--- config.mk ---
export PLATFORM = sky130hd
export DESIGN_NAME = external_signal_routing
export DESIGN_NICKNAME = d
export VERILOG_FILES = /design/src/rtl/sig_route_pkg.sv /design/src/rtl/oneshot_if.sv /design/src/rtl/oneshot_timer.sv /design/src/rtl/external_signal_routing.sv
export VERILOG_INCLUDE_DIRS = /design/src /design/src/rtl
export SDC_FILE = /design/constraint.sdc
export NUM_CORES = 1
export LEC_CHECK = 0
export BUFFER_PORTS_ARGS = -buffer_cell sky130_fd_sc_hd__buf_2
export CAP_MARGIN = 0
export CORE_ASPECT_RATIO = 0.5
export CORE_UTILIZATION = 55
export CTS_CLUSTER_SIZE = 40
export DETAILED_ROUTE_END_ITERATION = 8
export PLACE_DENSITY = 0.79
export SLEW_MARGIN = 20
export SYNTH_ARGS = -nofsm -noshare
export SYNTH_HDL_FRONTEND = slang
export SYNTH_SLANG_ARGS = --single-unit
--- constraint.sdc ---
create_clock -name aclk -period 3.5 [get_ports aclk]
set_input_delay 0.7 -clock aclk [delete_from_list [all_inputs] [get_ports aclk]]
set_output_delay 0.7 -clock aclk [all_outputs]
set_load 0.005 [all_outputs]
--- src/rtl/sig_route_map.svh ---
// Register offsets, reset values, clock period and timing counts
`ifndef SIG_ROUTE_MAP_SVH
`define SIG_ROUTE_MAP_SVH
`define OFF_EVT_SEL 8'h00
`define OFF_OUT_ROUTE 8'h04
`define OFF_AND_A 8'h08
`define OFF_AND_B 8'h0C
`define OFF_OUT_MODE 8'h10
`define OFF_OS_WIDTH 8'h14
`define OFF_IN_ROUTE 8'h18
`define OFF_GP_OUT 8'h1C
`define OFF_STATUS 8'h20
`define OFF_CNT_STATUS 8'h24
`define OFF_EVT_CLR 8'h28
`define OFF_LATCH_CFG 8'h2C
`define OS_WIDTH_RST 16'h0001
`define EVT_SEL_RST 32'h0000_1111
`define CLK_MHZ 200
`define US_NS 1000
`define CLK_NS 5
`define TICK_CYC (`US_NS / `CLK_NS)
`define EVT_PULSE_NS 200
`define EVT_PULSE_CYC (`EVT_PULSE_NS / `CLK_NS)
`endif

--- src/rtl/sig_route_pkg.sv ---
// Shared types for the signal routing block
package sig_route_pkg;
   typedef enum logic [2:0] {
      OS_IDLE = 3'b001,
      OS_HIGH = 3'b010,
      OS_WAIT = 3'b100
   } oneshot_state_t;
   typedef enum logic [2:0] {
      SRC_ADDR = 3'd0,
      SRC_PULSE = 3'd1,
      SRC_DIFF = 3'd2,
      SRC_CYCLE = 3'd3,
      SRC_START_PENDING_FLAG = 3'd4,
      SRC_DRIVE = 3'd5,
      SRC_ERROR = 3'd6,
      SRC_RDY = 3'd7
   } event_src_t;
endpackage

--- src/rtl/oneshot_if.sv ---
// Trigger and pulse carrier between router and one-shot timer
`timescale 1ns/10ps
`default_nettype none
interface oneshot_if;
   logic trig;
   logic rise_sel;
   logic [15:0] width_us;
   logic pulse;
   modport ctl (output trig, output rise_sel, output width_us, input pulse);
   modport tmr (input trig, input rise_sel, input width_us, output pulse);
endinterface
`default_nettype wire

--- src/rtl/oneshot_timer.sv ---
// One-shot pulse generator counting microsecond ticks
`timescale 1ns/10ps
`default_nettype none
`include "sig_route_map.svh"
module oneshot_timer
(
   // Clock and reset
   input wire logic aclk,
   input wire logic aresetn,
   // Tick and channel
   input wire logic us_tick,
   oneshot_if.tmr os
);
   sig_route_pkg::oneshot_state_t state_q;
   sig_route_pkg::oneshot_state_t state_d;
   logic trig_q;
   logic [15:0] cnt_q;
   wire edge_hit = os.rise_sel ? (os.trig & ~trig_q) : (~os.trig & trig_q);
   wire cnt_done = (cnt_q >= os.width_us);
   always_comb
   begin
      state_d = state_q;
      case (state_q)
         sig_route_pkg::OS_IDLE: if (edge_hit) state_d = sig_route_pkg::OS_HIGH;
         sig_route_pkg::OS_HIGH: if (cnt_done) state_d = sig_route_pkg::OS_IDLE;
         default: state_d = sig_route_pkg::OS_IDLE;
      endcase
   end
   always_ff @(posedge aclk)
   begin
      if (!aresetn)
      begin
         state_q <= sig_route_pkg::OS_IDLE;
         trig_q <= 1'b0;
         cnt_q <= 16'h0000;
      end
      else
      begin
         state_q <= state_d;
         trig_q <= os.trig;
         // Retriggers during the pulse are ignored
         if (state_q != sig_route_pkg::OS_HIGH)
            cnt_q <= 16'h0000;
         else if (us_tick)
            cnt_q <= cnt_q + 16'h0001;
      end
   end
   assign os.pulse = (state_q == sig_route_pkg::OS_HIGH);
   chk_os_no_retrig: assert property (
      @(posedge aclk) disable iff (!aresetn)
      (os.pulse && !cnt_done) |=> os.pulse && cnt_q >= $past(cnt_q))
      else $error("one-shot cut short or restarted");
endmodule
`default_nettype wire

--- src/rtl/external_signal_routing.sv ---
// External signal routing: event selection, output lines, input mapping
// What this block does
// - General output command accepted anytime
// - Each line driven by chosen axis event
// - Event output picks counter, standby, drive, error
// - Line through or one-shot, microsecond width
// - Line may be AND of two axes
// - Active source turns line on
// - Pulse counter event defaults to 200ns pulse
// - Counter events latch until status read or clear
// - Complete event on drive end or busy fall
// - Complete event cleared by read, command, busy
// - Counter event is OR of three comparators
// - Counter event drops when comparators clear
// - Inputs assignable as axis sensor zero/one
// - Sensor input switches drive phase
// - Sensor input triggers cycle measurement
// - Input gives slow or immediate stop
// - Pause input holds axis start
//
// Decided for this implementation: the placing of the registers and the AXI4-Lite slave port.
`timescale 1ns/10ps
`default_nettype none
`include "sig_route_map.svh"
module external_signal_routing
(
   // Clock and reset
   input wire logic aclk,
   input wire logic aresetn,
   // AXI4-Lite slave
   input wire logic [7:0] s_axi_awaddr,
   input wire logic s_axi_awvalid,
   output logic s_axi_awready,
   input wire logic [31:0] s_axi_wdata,
   input wire logic [3:0] s_axi_wstrb,
   input wire logic s_axi_wvalid,
   output logic s_axi_wready,
   output logic [1:0] s_axi_bresp,
   output logic s_axi_bvalid,
   input wire logic s_axi_bready,
   input wire logic [7:0] s_axi_araddr,
   input wire logic s_axi_arvalid,
   output logic s_axi_arready,
   output logic [31:0] s_axi_rdata,
   output logic [1:0] s_axi_rresp,
   output logic s_axi_rvalid,
   input wire logic s_axi_rready,
   // Per-axis motion state, three comparators per counter
   input wire logic [3:0][3:0][2:0] comparator_out,
   input wire logic [3:0] start_pending_flag,
   input wire logic [3:0] drive_busy,
   input wire logic [3:0] drive_end_flag,
   input wire logic [3:0] drive_error,
   // External pins
   input wire logic sensor_input_zero,
   input wire logic sensor_input_one,
   input wire logic [3:0] external_input_lines,
   output logic [3:0] external_output_lines,
   output logic general_output,
   // Per-axis functions fed by inputs, then per-axis selected event outputs
   output logic [3:0] axis_sensor_zero,
   output logic [3:0] axis_sensor_one,
   output logic [3:0] axis_slow_stop,
   output logic [3:0] axis_fast_stop,
   output logic [3:0] axis_pause,
   output logic [3:0] axis_phase_up,
   output logic [3:0] axis_phase_down,
   output logic [3:0] axis_cycle_trig,
   output logic [3:0] axis_event_out_first,
   output logic [3:0] axis_event_out_second
);
   logic [31:0] evt_sel_q, out_route_q, and_a_q, and_b_q, out_mode_q;
   logic [15:0] os_width_q;
   logic [31:0] in_route_q, latch_cfg_q;
   logic gp_out_q;
   logic [7:0] awaddr_q, araddr_q;
   logic aw_have_q, w_have_q, bvalid_q, rvalid_q;
   logic [31:0] wdata_q, rdata_q, rd_mux;
   logic [1:0] bresp_q, rresp_q;
   logic [3:0] busy_q, rdy_q, end_q;
   logic [3:0][3:0] cnt_raw_q, cnt_lat_q;
   logic [3:0][5:0] stretch_q;
   logic [7:0] tick_q;
   logic [3:0] os_pulse;
   // Write channel accepts address and data in either order
   assign s_axi_awready = !aw_have_q && !bvalid_q;
   assign s_axi_wready = !w_have_q && !bvalid_q;
   wire wr_go = aw_have_q && w_have_q;
   wire [7:0] wa = awaddr_q;
   wire wr_hit = wa <= `OFF_LATCH_CFG;
   wire rd_go = s_axi_arvalid && s_axi_arready;
   assign s_axi_arready = !rvalid_q;
   wire rd_hit = s_axi_araddr <= `OFF_LATCH_CFG;
   wire rd_status = rd_go && s_axi_araddr == `OFF_STATUS;
   wire rd_cnt = rd_go && s_axi_araddr == `OFF_CNT_STATUS;
   wire clr_cmd = wr_go && wa == `OFF_EVT_CLR;
   wire gp_cmd = wr_go && wa == `OFF_GP_OUT;
   assign s_axi_bvalid = bvalid_q;
   assign s_axi_bresp = bresp_q;
   assign s_axi_rvalid = rvalid_q;
   assign s_axi_rdata = rdata_q;
   assign s_axi_rresp = rresp_q;
   wire us_tick = tick_q == 8'(`TICK_CYC - 1);
   always_ff @(posedge aclk)
   begin
      if (!aresetn)
      begin
         aw_have_q <= 1'b0;
         w_have_q <= 1'b0;
         bvalid_q <= 1'b0;
         rvalid_q <= 1'b0;
         awaddr_q <= 8'h00;
         wdata_q <= 32'h0000_0000;
         bresp_q <= 2'b00;
         rresp_q <= 2'b00;
         rdata_q <= 32'h0000_0000;
         tick_q <= 8'h00;
      end
      else
      begin
         tick_q <= us_tick ? 8'h00 : tick_q + 8'h01;
         if (s_axi_awvalid && s_axi_awready)
         begin
            aw_have_q <= 1'b1;
            awaddr_q <= {s_axi_awaddr[7:2], 2'b00};
         end
         if (s_axi_wvalid && s_axi_wready)
         begin
            w_have_q <= 1'b1;
            wdata_q <= s_axi_wdata;
         end
         if (wr_go)
         begin
            aw_have_q <= 1'b0;
            w_have_q <= 1'b0;
            bvalid_q <= 1'b1;
            bresp_q <= wr_hit ? 2'b00 : 2'b10;
         end
         else if (s_axi_bready)
            bvalid_q <= 1'b0;
         if (rd_go)
         begin
            rvalid_q <= 1'b1;
            rresp_q <= rd_hit ? 2'b00 : 2'b10;
            rdata_q <= rd_mux;
         end
         else if (s_axi_rready)
            rvalid_q <= 1'b0;
      end
   end
   // Configuration registers; wstrb ignored, whole-word writes assumed
   always_ff @(posedge aclk)
   begin
      if (!aresetn)
      begin
         evt_sel_q <= `EVT_SEL_RST;
         out_route_q <= 32'h0000_0000;
         and_a_q <= 32'h0000_0000;
         and_b_q <= 32'h0000_0000;
         out_mode_q <= 32'h0000_0000;
         os_width_q <= `OS_WIDTH_RST;
         in_route_q <= 32'h0000_0000;
         latch_cfg_q <= 32'h0000_0000;
         gp_out_q <= 1'b0;
      end
      else if (wr_go)
      begin
         case (wa)
            `OFF_EVT_SEL: evt_sel_q <= wdata_q;
            `OFF_OUT_ROUTE: out_route_q <= wdata_q;
            `OFF_AND_A: and_a_q <= wdata_q;
            `OFF_AND_B: and_b_q <= wdata_q;
            `OFF_OUT_MODE: out_mode_q <= wdata_q;
            `OFF_OS_WIDTH: os_width_q <= wdata_q[15:0];
            `OFF_IN_ROUTE: in_route_q <= wdata_q;
            `OFF_LATCH_CFG: latch_cfg_q <= wdata_q;
            `OFF_GP_OUT: gp_out_q <= wdata_q[0];
            default: ;
         endcase
      end
   end
   assign general_output = gp_out_q;
   always_comb
   begin
      case (s_axi_araddr)
         `OFF_EVT_SEL: rd_mux = evt_sel_q;
         `OFF_OUT_ROUTE: rd_mux = out_route_q;
         `OFF_AND_A: rd_mux = and_a_q;
         `OFF_AND_B: rd_mux = and_b_q;
         `OFF_OUT_MODE: rd_mux = out_mode_q;
         `OFF_OS_WIDTH: rd_mux = {16'h0000, os_width_q};
         `OFF_IN_ROUTE: rd_mux = in_route_q;
         `OFF_GP_OUT: rd_mux = {31'h0, gp_out_q};
         `OFF_STATUS: rd_mux = {28'h0, rdy_q};
         `OFF_CNT_STATUS: rd_mux = {16'h0, cnt_lat_q};
         `OFF_LATCH_CFG: rd_mux = latch_cfg_q;
         default: rd_mux = 32'h0000_0000;
      endcase
   end
   // Per-axis event generation
   logic [3:0][7:0] src_vec;
   genvar ax;
   generate
      for (ax = 0; ax < 4; ax++)
      begin : g_axis
         wire [3:0] raw;
         wire [3:0] ev;
         wire [1:0] ltype = latch_cfg_q[ax*2 +: 2];
         // Complete event fires on drive end rising or busy falling
         wire done_edge = (drive_end_flag[ax] & ~end_q[ax])
            | (busy_q[ax] & ~drive_busy[ax]);
         for (genvar c = 0; c < 4; c++)
         begin : g_cnt
            assign raw[c] = |comparator_out[ax][c];
            // Type 0 through, 1 edge/status, 2 level/status, 3 edge/clear
            assign ev[c] = (ltype == 2'd0) ?
               ((c == 1) ? (stretch_q[ax] != 6'd0) : raw[c])
               : cnt_lat_q[ax][c];
         end
         always_ff @(posedge aclk)
         begin
            if (!aresetn)
            begin
               cnt_raw_q[ax] <= 4'h0;
               cnt_lat_q[ax] <= 4'h0;
               stretch_q[ax] <= 6'd0;
               busy_q[ax] <= 1'b0;
               end_q[ax] <= 1'b0;
               rdy_q[ax] <= 1'b0;
            end
            else
            begin
               cnt_raw_q[ax] <= raw;
               busy_q[ax] <= drive_busy[ax];
               end_q[ax] <= drive_end_flag[ax];
               if (raw[1] & ~cnt_raw_q[ax][1])
                  stretch_q[ax] <= 6'(`EVT_PULSE_CYC);
               else if (stretch_q[ax] != 6'd0)
                  stretch_q[ax] <= stretch_q[ax] - 6'd1;
               if (ltype == 2'd2)
                  cnt_lat_q[ax] <= raw | (rd_cnt ? 4'h0 : cnt_lat_q[ax]);
               else if (ltype == 2'd0)
                  cnt_lat_q[ax] <= raw;
               else if ((ltype == 2'd1 && rd_cnt) || (ltype == 2'd3 && clr_cmd))
                  cnt_lat_q[ax] <= raw & ~cnt_raw_q[ax];
               else
                  cnt_lat_q[ax] <= cnt_lat_q[ax] | (raw & ~cnt_raw_q[ax]);
               if (done_edge)
                  rdy_q[ax] <= 1'b1;
               else if (rd_status | gp_cmd | (drive_busy[ax] & ~busy_q[ax]))
                  rdy_q[ax] <= 1'b0;
            end
         end
         assign src_vec[ax] = {rdy_q[ax], drive_error[ax], drive_busy[ax],
            start_pending_flag[ax], ev};
         assign axis_event_out_first[ax] = src_vec[ax][evt_sel_q[ax*8 +: 3]];
         assign axis_event_out_second[ax] =
            src_vec[ax][evt_sel_q[ax*8+4 +: 3]];
      end
   endgenerate
   // Output lines: AND of two selected axis events, then through or one-shot
   genvar ln;
   generate
      for (ln = 0; ln < 4; ln++)
      begin : g_line
         wire [7:0] a = and_a_q[ln*8 +: 8];
         wire [7:0] b = and_b_q[ln*8 +: 8];
         wire sa = a[2] ? axis_event_out_second[a[1:0]]
            : axis_event_out_first[a[1:0]];
         wire sb = b[2] ? axis_event_out_second[b[1:0]]
            : axis_event_out_first[b[1:0]];
         wire src = out_route_q[ln] & sa & sb;
         oneshot_if osi ();
         assign osi.trig = src;
         assign osi.rise_sel = ~out_mode_q[ln+4];
         assign osi.width_us = os_width_q;
         assign os_pulse[ln] = osi.pulse;
         oneshot_timer u_os (
            .aclk(aclk),
            .aresetn(aresetn),
            .us_tick(us_tick),
            .os(osi.tmr)
         );
         assign external_output_lines[ln] =
            out_mode_q[ln] ? os_pulse[ln] : src;
      end
   endgenerate
   // Input routing: 6 sources, each 5-bit field {func[2:0] no, axis[1:0]}
   wire [5:0] in_pins = {external_input_lines, sensor_input_one,
      sensor_input_zero};
   generate
      for (ax = 0; ax < 4; ax++)
      begin : g_in
         logic [7:0] hit;
         always_comb
         begin
            hit = 8'h00;
            for (int i = 0; i < 6; i++)
               if (in_route_q[i*5 +: 2] == 2'(ax) && in_pins[i])
                  hit[in_route_q[i*5+2 +: 3]] = 1'b1;
         end
         assign axis_sensor_zero[ax] = hit[1];
         assign axis_sensor_one[ax] = hit[2];
         assign axis_phase_up[ax] = hit[3];
         assign axis_phase_down[ax] = hit[4];
         assign axis_cycle_trig[ax] = hit[5];
         assign axis_slow_stop[ax] = hit[6];
         assign axis_fast_stop[ax] = hit[7];
         assign axis_pause[ax] = hit[0];
      end
   endgenerate
   chk_rdy_set_edge: assert property (
      @(posedge aclk) disable iff (!aresetn)
      (busy_q[3] && !drive_busy[3]) |=> rdy_q[3])
      else $error("complete event not raised");
   chk_rdy_clear_read: assert property (
      @(posedge aclk) disable iff (!aresetn)
      (rd_status && !(busy_q[3] && !drive_busy[3])
       && !(drive_end_flag[3] && !end_q[3])) |=> !rdy_q[3])
      else $error("complete event not cleared");
   chk_gp_out_apply: assert property (
      @(posedge aclk) disable iff (!aresetn)
      gp_cmd |=> general_output == $past(wdata_q[0]))
      else $error("general output not applied");
   chk_line_through: assert property (
      @(posedge aclk) disable iff (!aresetn)
      !out_mode_q[0] |-> external_output_lines[0] == g_line[0].src)
      else $error("through line mismatch");
   chk_pulse_stretch: assert property (
      @(posedge aclk) disable iff (!aresetn)
      (g_axis[2].raw[1] && !cnt_raw_q[2][1] && latch_cfg_q[5:4] == 2'd0)
      |=> g_axis[2].ev[1] [*8])
      else $error("pulse event too short");
endmodule
`default_nettype wire

* Yosys cells after proc, flatten, opt, wreduce, memory -nomap -nowiden
Index checks and enable logic that the tools add are counted.
** Operators by class
- Bitwise logic cells :: 102
- Reduce and logical (&&, ||, !) cells :: 121
- Multiplexer cells :: 167
- Add/sub/neg operators :: 9
- Magnitude comparators :: 34
- Equality and inequality tests :: 70
** Operators by type and width (count)
- 32-bit case mux with 11 select lines :: 1
- 8-bit two-way mux :: 24
- 8-bit bitwise OR :: 20
- 1-bit two-way mux :: 74
- 16-bit by 1-bit adder with 16-bit output, second input constant :: 4
- 16-bit greater-or-equal comparator :: 4
- 4-bit two-way mux :: 16
- 3-bit by 4-bit < comparator with 1-bit output, second input constant :: 14
- 1-bit logical AND :: 48
- 6-bit two-way mux :: 8
- 3-bit OR reduction :: 16
- 2-bit == test, second input constant :: 20
- 1-bit bitwise AND :: 32
- 1-bit binary-select mux with 2-bit select :: 16
- 8-bit by 5-bit == test with 1-bit output, second input constant :: 4
- 4-bit bitwise OR :: 8
- 2-bit AND reduction :: 13
- 1-bit NOT :: 25
- 1-bit binary-select mux with 3-bit select :: 8
- 6-bit by 3-bit == test with 1-bit output, second input constant :: 4
- 8-bit by 6-bit == test with 1-bit output, second input constant :: 3
- 2-bit by 3-bit < comparator with 1-bit output, second input constant :: 8
- 3-bit two-way mux :: 8
- 3-bit case mux with 2 select lines :: 4
- other kinds (27) :: 121
** Storage, ports and cells
- Logic and storage cells :: 562
- Register bits after elaboration :: 475

* Longest topological paths before layout
Gate-level depths: netlist of run 1.
- Word-level depth :: 15
- Mapped depth :: 11
- Depth with buffers taken out :: 11

* Hierarchy
A second synthesis of run 1 with hierarchy kept.
** Unflattened totals
- Cells, all modules :: 3002
- Area total of the unflattened synthesis :: 24563.6 um^2
** By module, submodules not included
- external_signal_routing :: instances 1, area each 19471.2 um^2, sequential area each 7867.5 um^2, cells an instance 2418
- oneshot_timer (g_line[0].u_os ...) :: instances 3, area each 1277.5 um^2, sequential area each 380.4 um^2, cells an instance 145
- oneshot_timer (g_line[3].u_os) :: instances 1, area each 1260.0 um^2, sequential area each 380.4 um^2, cells an instance 149

* Worst setup path before layout of run 1
No wires, ideal clock.
- Path kind :: in2out
- Start :: input port comparator_out[7] (netlist bit)
- End :: output port external_output_lines[2]
- Stages on the path :: 8
- Arrival :: 2.686 ns
- Required time :: 2.800 ns
- Path slack :: 0.114 ns
- Path buffers :: 0
- Cell sequence :: or3_1 -> mux4_2 -> o31a_4 -> a311oi_1 -> nor2_1 -> o211ai_1 -> nor4_2 -> mux2_2
** Between the ends
- Longest elaborated chain between the ends :: 10
** Ends and longest elaborated chain
- start: declaration :: RTL line external_signal_routing.sv:49 : input wire logic [3:0][3:0][2:0] comparator_out,
- 3-bit OR reduction (*) :: RTL line external_signal_routing.sv:214 : assign raw[c] = |comparator_out[ax][c];
- 1-bit two-way mux (*) :: RTL line external_signal_routing.sv:216 : assign ev[c] = (ltype == 2'd0) ?
- 1-bit binary-select mux with 3-bit select, on equally long branches :: RTL line external_signal_routing.sv:256, external_signal_routing.sv:258
- 1-bit two-way mux, on equally long branches :: RTL line external_signal_routing.sv:256, external_signal_routing.sv:258
- 1-bit binary-select mux with 2-bit select, on equally long branches :: RTL line external_signal_routing.sv:269, external_signal_routing.sv:268
- 1-bit two-way mux, on equally long branches :: RTL line external_signal_routing.sv:269, external_signal_routing.sv:268
- 1-bit two-way mux :: RTL line external_signal_routing.sv:268 : wire sa = a[2] ? axis_event_out_second[a[1:0]]
- 1-bit bitwise AND :: RTL line external_signal_routing.sv:272 : wire src = out_route_q[ln] & sa & sb;
- 1-bit bitwise AND (*) :: RTL line external_signal_routing.sv:272
- 1-bit two-way mux (*) :: RTL line external_signal_routing.sv:285 : out_mode_q[ln] ? os_pulse[ln] : src;
- end: declaration :: RTL line external_signal_routing.sv:58 : output logic [3:0] external_output_lines,
Mark *: on every way between the ends. The rest lies on a longest branch, timed or not. The select of a mux whose other input is x is not followed.

* Worst setup path after layout of run 1
- Start :: register stretch_q[6] (netlist bit)
- End :: output port external_output_lines[2]
** Between the ends
- Longest elaborated chain between the ends :: 10
** Ends and longest elaborated chain
- start: declaration :: RTL line external_signal_routing.sv:82 : logic [3:0][5:0] stretch_q;
- start signal: indexed assignment :: RTL line external_signal_routing.sv:237 : stretch_q[ax] <= 6'(`EVT_PULSE_CYC);
- start signal: indexed assignment :: RTL line external_signal_routing.sv:239 : stretch_q[ax] <= stretch_q[ax] - 6'd1;
- 6-bit nonzero test (*) :: RTL line external_signal_routing.sv:217 : ((c == 1) ? (stretch_q[ax] != 6'd0) : raw[c])
- 1-bit two-way mux (*) :: RTL line external_signal_routing.sv:216
- 1-bit binary-select mux with 3-bit select, on equally long branches :: RTL line external_signal_routing.sv:256, external_signal_routing.sv:258
- 1-bit two-way mux, on equally long branches :: RTL line external_signal_routing.sv:256, external_signal_routing.sv:258
- 1-bit binary-select mux with 2-bit select, on equally long branches :: RTL line external_signal_routing.sv:269, external_signal_routing.sv:268
- 1-bit two-way mux, on equally long branches :: RTL line external_signal_routing.sv:269, external_signal_routing.sv:268
- 1-bit two-way mux :: RTL line external_signal_routing.sv:268
- 1-bit bitwise AND :: RTL line external_signal_routing.sv:272
- 1-bit bitwise AND (*) :: RTL line external_signal_routing.sv:272
- 1-bit two-way mux (*) :: RTL line external_signal_routing.sv:285
Marked as above.

==> results.md, run 1 <==
- Root buf cell: clkbuf_16
- Register area share after synthesis: 0.401
- HP Class: input port to flop
- Ranking of synthesized cells by area: dfxtp_1 (40%), nand2_1 (10%), a21oi_1 (8.2%)
- Synth area leader: dfxtp_1
- Layout cells sized above 1: 0.170
- Synth cell count leaders: nand2_1 (644), dfxtp_1 (469), a21oi_1 (385)
- Largest stage delay on the critical path: 0.50 ns
- Chip width: 294 um
- Primary FF master, synth: dfxtp_1
- CP Capture Type: output port
- Synth warn: 0
- Area delta synth->final: 15.6%
- Kind of critical path: flop to output port
- FP Rows: 53
- Worst Max-Slew Pin Slew: 0.908 ns
- Post-synth ARST share: 0
- Critical path arrival: 3.36 ns
- Final hold vios: 0
- First-pass detailed-route iteration total: 8
- DP Worst Slack: -0.340 ns
- Number of flops mapped to enable cells by yosys: 0
- Busiest layer in global routing: met2
- Total global-route track usage: 0.361
- FMAX: 246 MHz
- # IOs: 215
- Clock latency on the worst-skew pair: 0.57 ns
- Critical path startpoint category: flop
- Die ar.: 43,500 sq um
- CTS Buf Count: 42
- Worst VDD drop: 0.000351 V
- Vias in the first global route: 21,700
- Final #Nets: 3,359
- Clock skew: 0.0210 ns
- Starting Density: 0.558
- Placer congestion estimate: 1.02
- Clk buf depth: 3
- CORE AREA: 42,000 sq um
- Final core occ: 0.645
- # diodes: 0
- Die Y: 148 um
- Routed vias: 23,600
- Max Slew Vio Count: 0
- Mapped Cells: 2,981
- CP required: 2.80 ns
- DP HPWL: 55,200 um
- Period Utilization, post-route: 1.16
- Worst-path clk slew: 0.07 ns
- H-Tree Depth: 2
- Pin count of the biggest net entering global routing: 76
- Routed wire per std cell: 21.5 um
- Outcome: finished with violations
- Max-capacitance violation count: 0
- TritonCTS clock tree: yes
- Grt ovf: 0
- Share of the synthesized area in the top cell type: 0.401
- Failing checks: negative setup slack
- Met2 usage: 0.544
- CP Max Fanout: 6
- Via-to-Cell Ratio: 6.28
- Initial DRC Count: 3,293
- Initial antenna violation count: 1
- Post-Synthesis Cell Area: 23,400 sq um
- Final setup vio count: 4
- Most common cell in the netlist: nand2_1
- Synth Register Bits: 469
- Post-Syn Area per Cell: 7.86 sq um
- # DRC: 0
- Final min period: 4.06 ns
- Static Leakage: 9.85 nW
- GR Layer Usage met3: 0.0898
- PortBufs: 206
- RSZ-0062 raised after global routing: true
- M1 GR Usage: 0.496
- Worst hold slack: 0.354 ns
- Slowest-stage cell, CP: or4b_4
- Unique masters post-synth: 93
- Cell breakdown of the critical path: inv_2, ha_4, or4b_4, o311ai_4, o41ai_4, a311oi_4, buf_12, buf_8, mux2i_4, o22ai_2, nor4_4, mux2_4, buf_6
- Power consumption: 11.7 mW
- Pwr/cell area: 431 nW/um^2
- WL final: 81,000 um
- First-pass GRT wire length: 123,000 um
- Num Clock Sinks: 469
- Slew HR: 0.393
- Final ANT Viol Nets: 0
- Post-route worst setup slack: -0.564 ns
-- area by class of cell --
type / count / area [sq um]
Inverter: 67 / 259
Clock inverter: 16 / 154
Tap cell: 577 / 722
Timing Repair Buffer: 350 / 2220
Sequential cell: 469 / 9390
Clock buffer: 61 / 1220
Fill cell: 3576 / 14900
Multi-Input combinational cell: 2223 / 13100
-- cells in the final DEF, fill, tap and decap left out, types with 10 or more instances in the layout --
cell,Yosys,final
nand4_1,25,25
nand3b_1,39,39
nor2_1,245,233
a222oi_1,28,28
a22o_1,28,28
nor2b_1,23,23
or3b_2,17,17
buf_4,2,133
inv_1,66,61
o22ai_1,72,70
nand2b_1,18,18
o221ai_1,35,34
a21oi_1,385,384
nor2_2,1,13
a22oi_1,52,52
nor3_1,40,36
nand2_1,644,644
a31oi_1,43,42
ha_1,77,75
or3_1,35,33
xor2_1,41,41
buf_2,6,205
or2_2,14,13
and2_1,22,22
a221oi_1,20,20
a21o_1,30,30
and3_1,17,17
nand3_1,59,59
o211ai_1,14,14
o21ai_0,42,39
xnor2_1,22,22
mux2i_1,24,23
dfxtp_1,469,466
clkbuf_16,0,43
clkbuf_1,182,10
-- repair_timing --
item | in CTS | in global routing
setup buffers | 3 | 9
setup endpoints to repair | 7 | 8
resized for setup | 12 | 37
hold buffers | 0 | 0
endpoints found under the hold margin | 0 | 0
pin swaps | 3 | 15
-- sequential cells by signal, summed over array words and instances (netlist names), 4 cells and up --
register and cells:
and_a_q 32, latch_cfg_q 32, g_line.u_os.cnt_q 64, awaddr_q 6, s_axi_rdata 32, evt_sel_q 32, stretch_q 24, wdata_q 32
in_route_q 32, cnt_lat_q 16, busy_q 4, g_line.osi.width_us 16, cnt_raw_q 16, g_line.u_os.trig_q 4, and_b_q 32, out_mode_q 32
tick_q 8, out_route_q 32, g_line.u_os.state_q 8, end_q 4, rdy_q 4
-- per-layer routing --
| layer | up-vias | share of wire |
|---|---|---|
| li1 | 10900 | - |
| met1 | 11000 | 0.41 |
| met2 | 1478 | 0.43 |
| met3 | 282 | 0.13 |
| met4 | 2 | 0.041 |
| met5 | - | 0.00016 |
-- metrics by stage --
stage	instances	setup TNS (ns)	area, sq um
2_1_floorplan	2982	0	23400
3_3_place_gp	3675	-1.01	25400
3_5_place_dp	3675	-1.02	25400
4_1_cts	3755	-1.99	26900
5_1_grt	3763	-2.46	27100
6_report	3763	-2.10	27100
-- path summary, 6_finish.rpt --
path | endpoint | slack (ns) | depth (start not counted) | from
setup / recovery | external_output_lines[2] | -0.56 | 13 | stretch_q[6]
hold / removal | s_axi_rvalid | 0.35 | 2 | s_axi_rready
setup reg to reg | g_line[1].u_os.state_q[0] | 0.28 | 16 | stretch_q[6]
hold reg to reg | tick_q[0] | 0.45 | 1 | tick_q[0]
-- cells by family (layout without fill, tap and decap cells) --
| logic type | after synthesis | in the layout | share of synthesized area |
|---|---|---|---|
| AO/OA/AOI/OAI | 814 | 814 | 0.226 |
| flip-flops | 469 | 469 | 0.401 |
| XOR/XNOR | 63 | 63 | 0.0236 |
| other | 1 | 2 | 0.000160 |
| adder cells (fa/ha/maj) | 81 | 81 | 0.0428 |
| AND/OR/NAND/NOR | 1224 | 1224 | 0.235 |
| multiplexers | 39 | 39 | 0.0212 |
| buffers and inverters | 290 | 494 | 0.0506 |
-- power by group --
part           internal, mW  switching (mW)  leakage, nW
Sequential             5.46           0.179         3.81
Clock                  2.55            2.14        0.677
Combinational         0.621           0.721         5.36
-- critical path: cells and delay by family (launching register included) --
family / cells / cell delay (ns)
simple gates: 2 / 0.61
flops: 1 / 0.31
buf+inv: 4 / 0.46
compound gates: 4 / 0.96
fa+ha+maj: 1 / 0.13
mux: 2 / 0.35
No activity file was read; power rests on OpenSTA's default activity.
==> inputs of run 2 (changes only) <==
--- a/config.mk
+++ b/config.mk
@@ -13,6 +13,7 @@
 export CTS_CLUSTER_SIZE = 40
 export DETAILED_ROUTE_END_ITERATION = 8
 export PLACE_DENSITY = 0.79
+export SETUP_SLACK_MARGIN = 0.1
 export SLEW_MARGIN = 20
 export SYNTH_ARGS = -nofsm -noshare
 export SYNTH_HDL_FRONTEND = slang
==> results.md, run 2 (synthesis gave the netlist of run 1 again) <==
- Outcome: finished with violations
- Failing checks: negative setup slack
- Cell breakdown of the critical path: inv_2, ha_4, or4b_4, o311ai_4, o41ai_4, a311oi_4, buf_4, clkbuf_16, mux2i_1, a31oi_1, a211o_2, o21ai_2, buf_2
- H-Tree Depth: 2 (unchanged)
- DP Worst Slack: -0.340 ns (unchanged)
- CP Max Fanout: 4 (-2)
- Starting Density: 0.558 (unchanged)
- Root buf cell: clkbuf_16
- Top reg by flops: g_line.u_os.cnt_q
- Clock skew: 0.0178 ns (-0.00326 ns)
- # diodes: 0 (unchanged)
- Final min period: 4.05 ns (-0.0156 ns)
- Pin count of the biggest net entering global routing: 76 (unchanged)
- First-pass detailed-route iteration total: 8 (unchanged)
- Grt ovf: 0 (unchanged)
- Worst-path clk slew: 0.07 ns (about the same)
- Non-filler cells, final: 3,780 (+0.45%)
- RSZ-0062 raised after global routing: true
- Commonest non-fill, non-tap cell in the layout: nand2_1
- Total global-route track usage: 0.364 (+0.00331)
- First-pass GRT wire length: 124,000 um (+0.97%)
- Leading cell types in the layout, fill and taps excluded: nand2_1 (643), dfxtp_1 (462), a21oi_1 (385)
- WL final: 81,700 um (+0.83%)
- Die Y: 148 um (unchanged)
- CORE AREA: 42,000 sq um (unchanged)
- Largest stage delay on the critical path: 0.52 ns (+0.02 ns)
- Slowest-stage cell, CP: or4b_4
- Buffers & Inverters on Critical Path: 4 (unchanged)
- FMAX: 247 MHz (+0.39%)
- CP required: 2.80 ns (about the same)
- Die ar.: 43,500 sq um (unchanged)
- Final ANT Viol Nets: 0 (unchanged)
- Static Leakage: 9.95 nW (+1.0%)
- Chip width: 294 um (unchanged)
- Max-capacitance violation count: 0 (unchanged)
- Multi-input logic area: 13,200 sq um (+0.52%)
- Placed cell count: 3,675 (unchanged)
- PortBufs: 206 (unchanged)
- Initial antenna violation count: 1 (unchanged)
- Critical path startpoint category: flop
- Vias in the first global route: 21,900 (+1.0%)
- Final #Nets: 3,376 (+0.51%)
- DP HPWL: 55,200 um (unchanged)
- # IOs: 215 (unchanged)
- Placer congestion estimate: 1.02 (unchanged)
- Worst Max-Slew Pin Slew: 0.927 ns (+0.0188 ns)
- Fillers: 3,555 (-0.59%)
- Layout cells sized above 1: 0.179 (+0.00909)
- Kind of critical path: flop to output port
- CP Capture Type: output port
- Hold buffers post-CTS: 0 (unchanged)
- Register area: 9400 sq um (about the same)
- Post-route worst setup slack: -0.549 ns (+0.0156 ns)
- TritonCTS clock tree: yes
- Pwr/cell area: 432 nW/um^2 (+0.18%)
- CTS Buf Count: 42 (unchanged)
- Routed vias: 23,700 (+0.47%)
- Routed wire per std cell: 21.6 um (+0.38%)
- Worst VDD drop: 0.000350 V (-0.28%)
- HP Class: input port to flop
- # DRC: 0 (unchanged)
- Final setup vio count: 5 (+1)
- Final hold vios: 0 (unchanged)
- Clock latency on the worst-skew pair: 0.57 ns (about the same)
- Clk buf depth: 3 (unchanged)
- FP Rows: 53 (unchanged)
- Max Slew Vio Count: 0 (unchanged)
- Period Utilization, post-route: 1.16 (-0.00446)
- Max reg flops: 64 (unchanged)
- Area delta synth->final: 16.6%
- Via-to-Cell Ratio: 6.28 (about the same)
- Num Clock Sinks: 469 (unchanged)
- Delay-heaviest family, CP: compound AO/OA/AOI/OAI gates
- Initial DRC Count: 3,312 (+0.58%)
- Critical path arrival: 3.35 ns (about the same)
- Slew HR: 0.381 (-0.0125)
==> run 2: cell types whose count changed in the layout (fill, tap and decap cells not counted), sizes merged <==
cell,previous run,this run
buf,350,366
clkbuf,61,62
==> run 2: path summary, 6_finish.rpt <==
path                 startpoint                  endpoint  slack, ns  depth (start not counted)
hold reg to reg       tick_q[0]                 tick_q[0]       0.45                          1
hold / removal     s_axi_rready              s_axi_rvalid       0.35                          2
setup / recovery   stretch_q[6]  external_output_lines[1]      -0.55                         13
setup reg to reg  stretch_q[12]             stretch_q[16]       0.18                         24
==> run 2: metrics by stage <==
step / total power [mW] / setup TNS (ns) / hold slack, ns / area (sq um) / util
detailed placement: 6.92 / -1.02 / 0.443 / 25400 / 0.604
floorplan: 6.42 / 0 / 0.413 / 23400 / -
global route: 12.1 / -2.61 / 0.334 / 27300 / 0.650
CTS: 11.7 / -2.51 / 0.335 / 27200 / 0.647
finish: 11.8 / -2.14 / 0.347 / 27300 / 0.650
global placement: 6.89 / -1.01 / 0.422 / 25400 / 0.604
==> run 2: where the power goes <==
part,leakage [nW],switching [mW],internal (mW)
sequential,3.81,0.181,5.46
combinational,5.46,0.759,0.674
clock,0.677,2.16,2.55
total,9.95,3.10,8.68
==> run 2: cell type report <==
| class | instances | area share |
|---|---|---|
| multi-input cells | 2223 | 0.483 |
| inverters | 67 | 0.00949 |
| clock buffers | 61 | 0.0448 |
| well taps | 577 | 0.0264 |
| clock inverters | 16 | 0.00564 |
| flip-flops and latches | 469 | 0.344 |
| repair buffers | 367 | 0.0868 |
==> run 2: what timing repair did <==
action | CTS | global route
setup endpoints to repair | 10 | 12
pin swaps | 10 | 17
gates cloned | 0 | 1
setup buffers | 28 | 7
resized for setup | 41 | 29
==> run 2: metal layers <==
| metal | vias up | part of all wire | track usage |
|---|---|---|---|
| met3 | 251 | 0.13 | 0.0899 |
| met5 | - | 0 | 0 |
| li1 | 10900 | - | - |
| met2 | 1372 | 0.43 | 0.552 |
| met4 | 0 | 0.038 | 0.137 |
| met1 | 11200 | 0.41 | 0.499 |
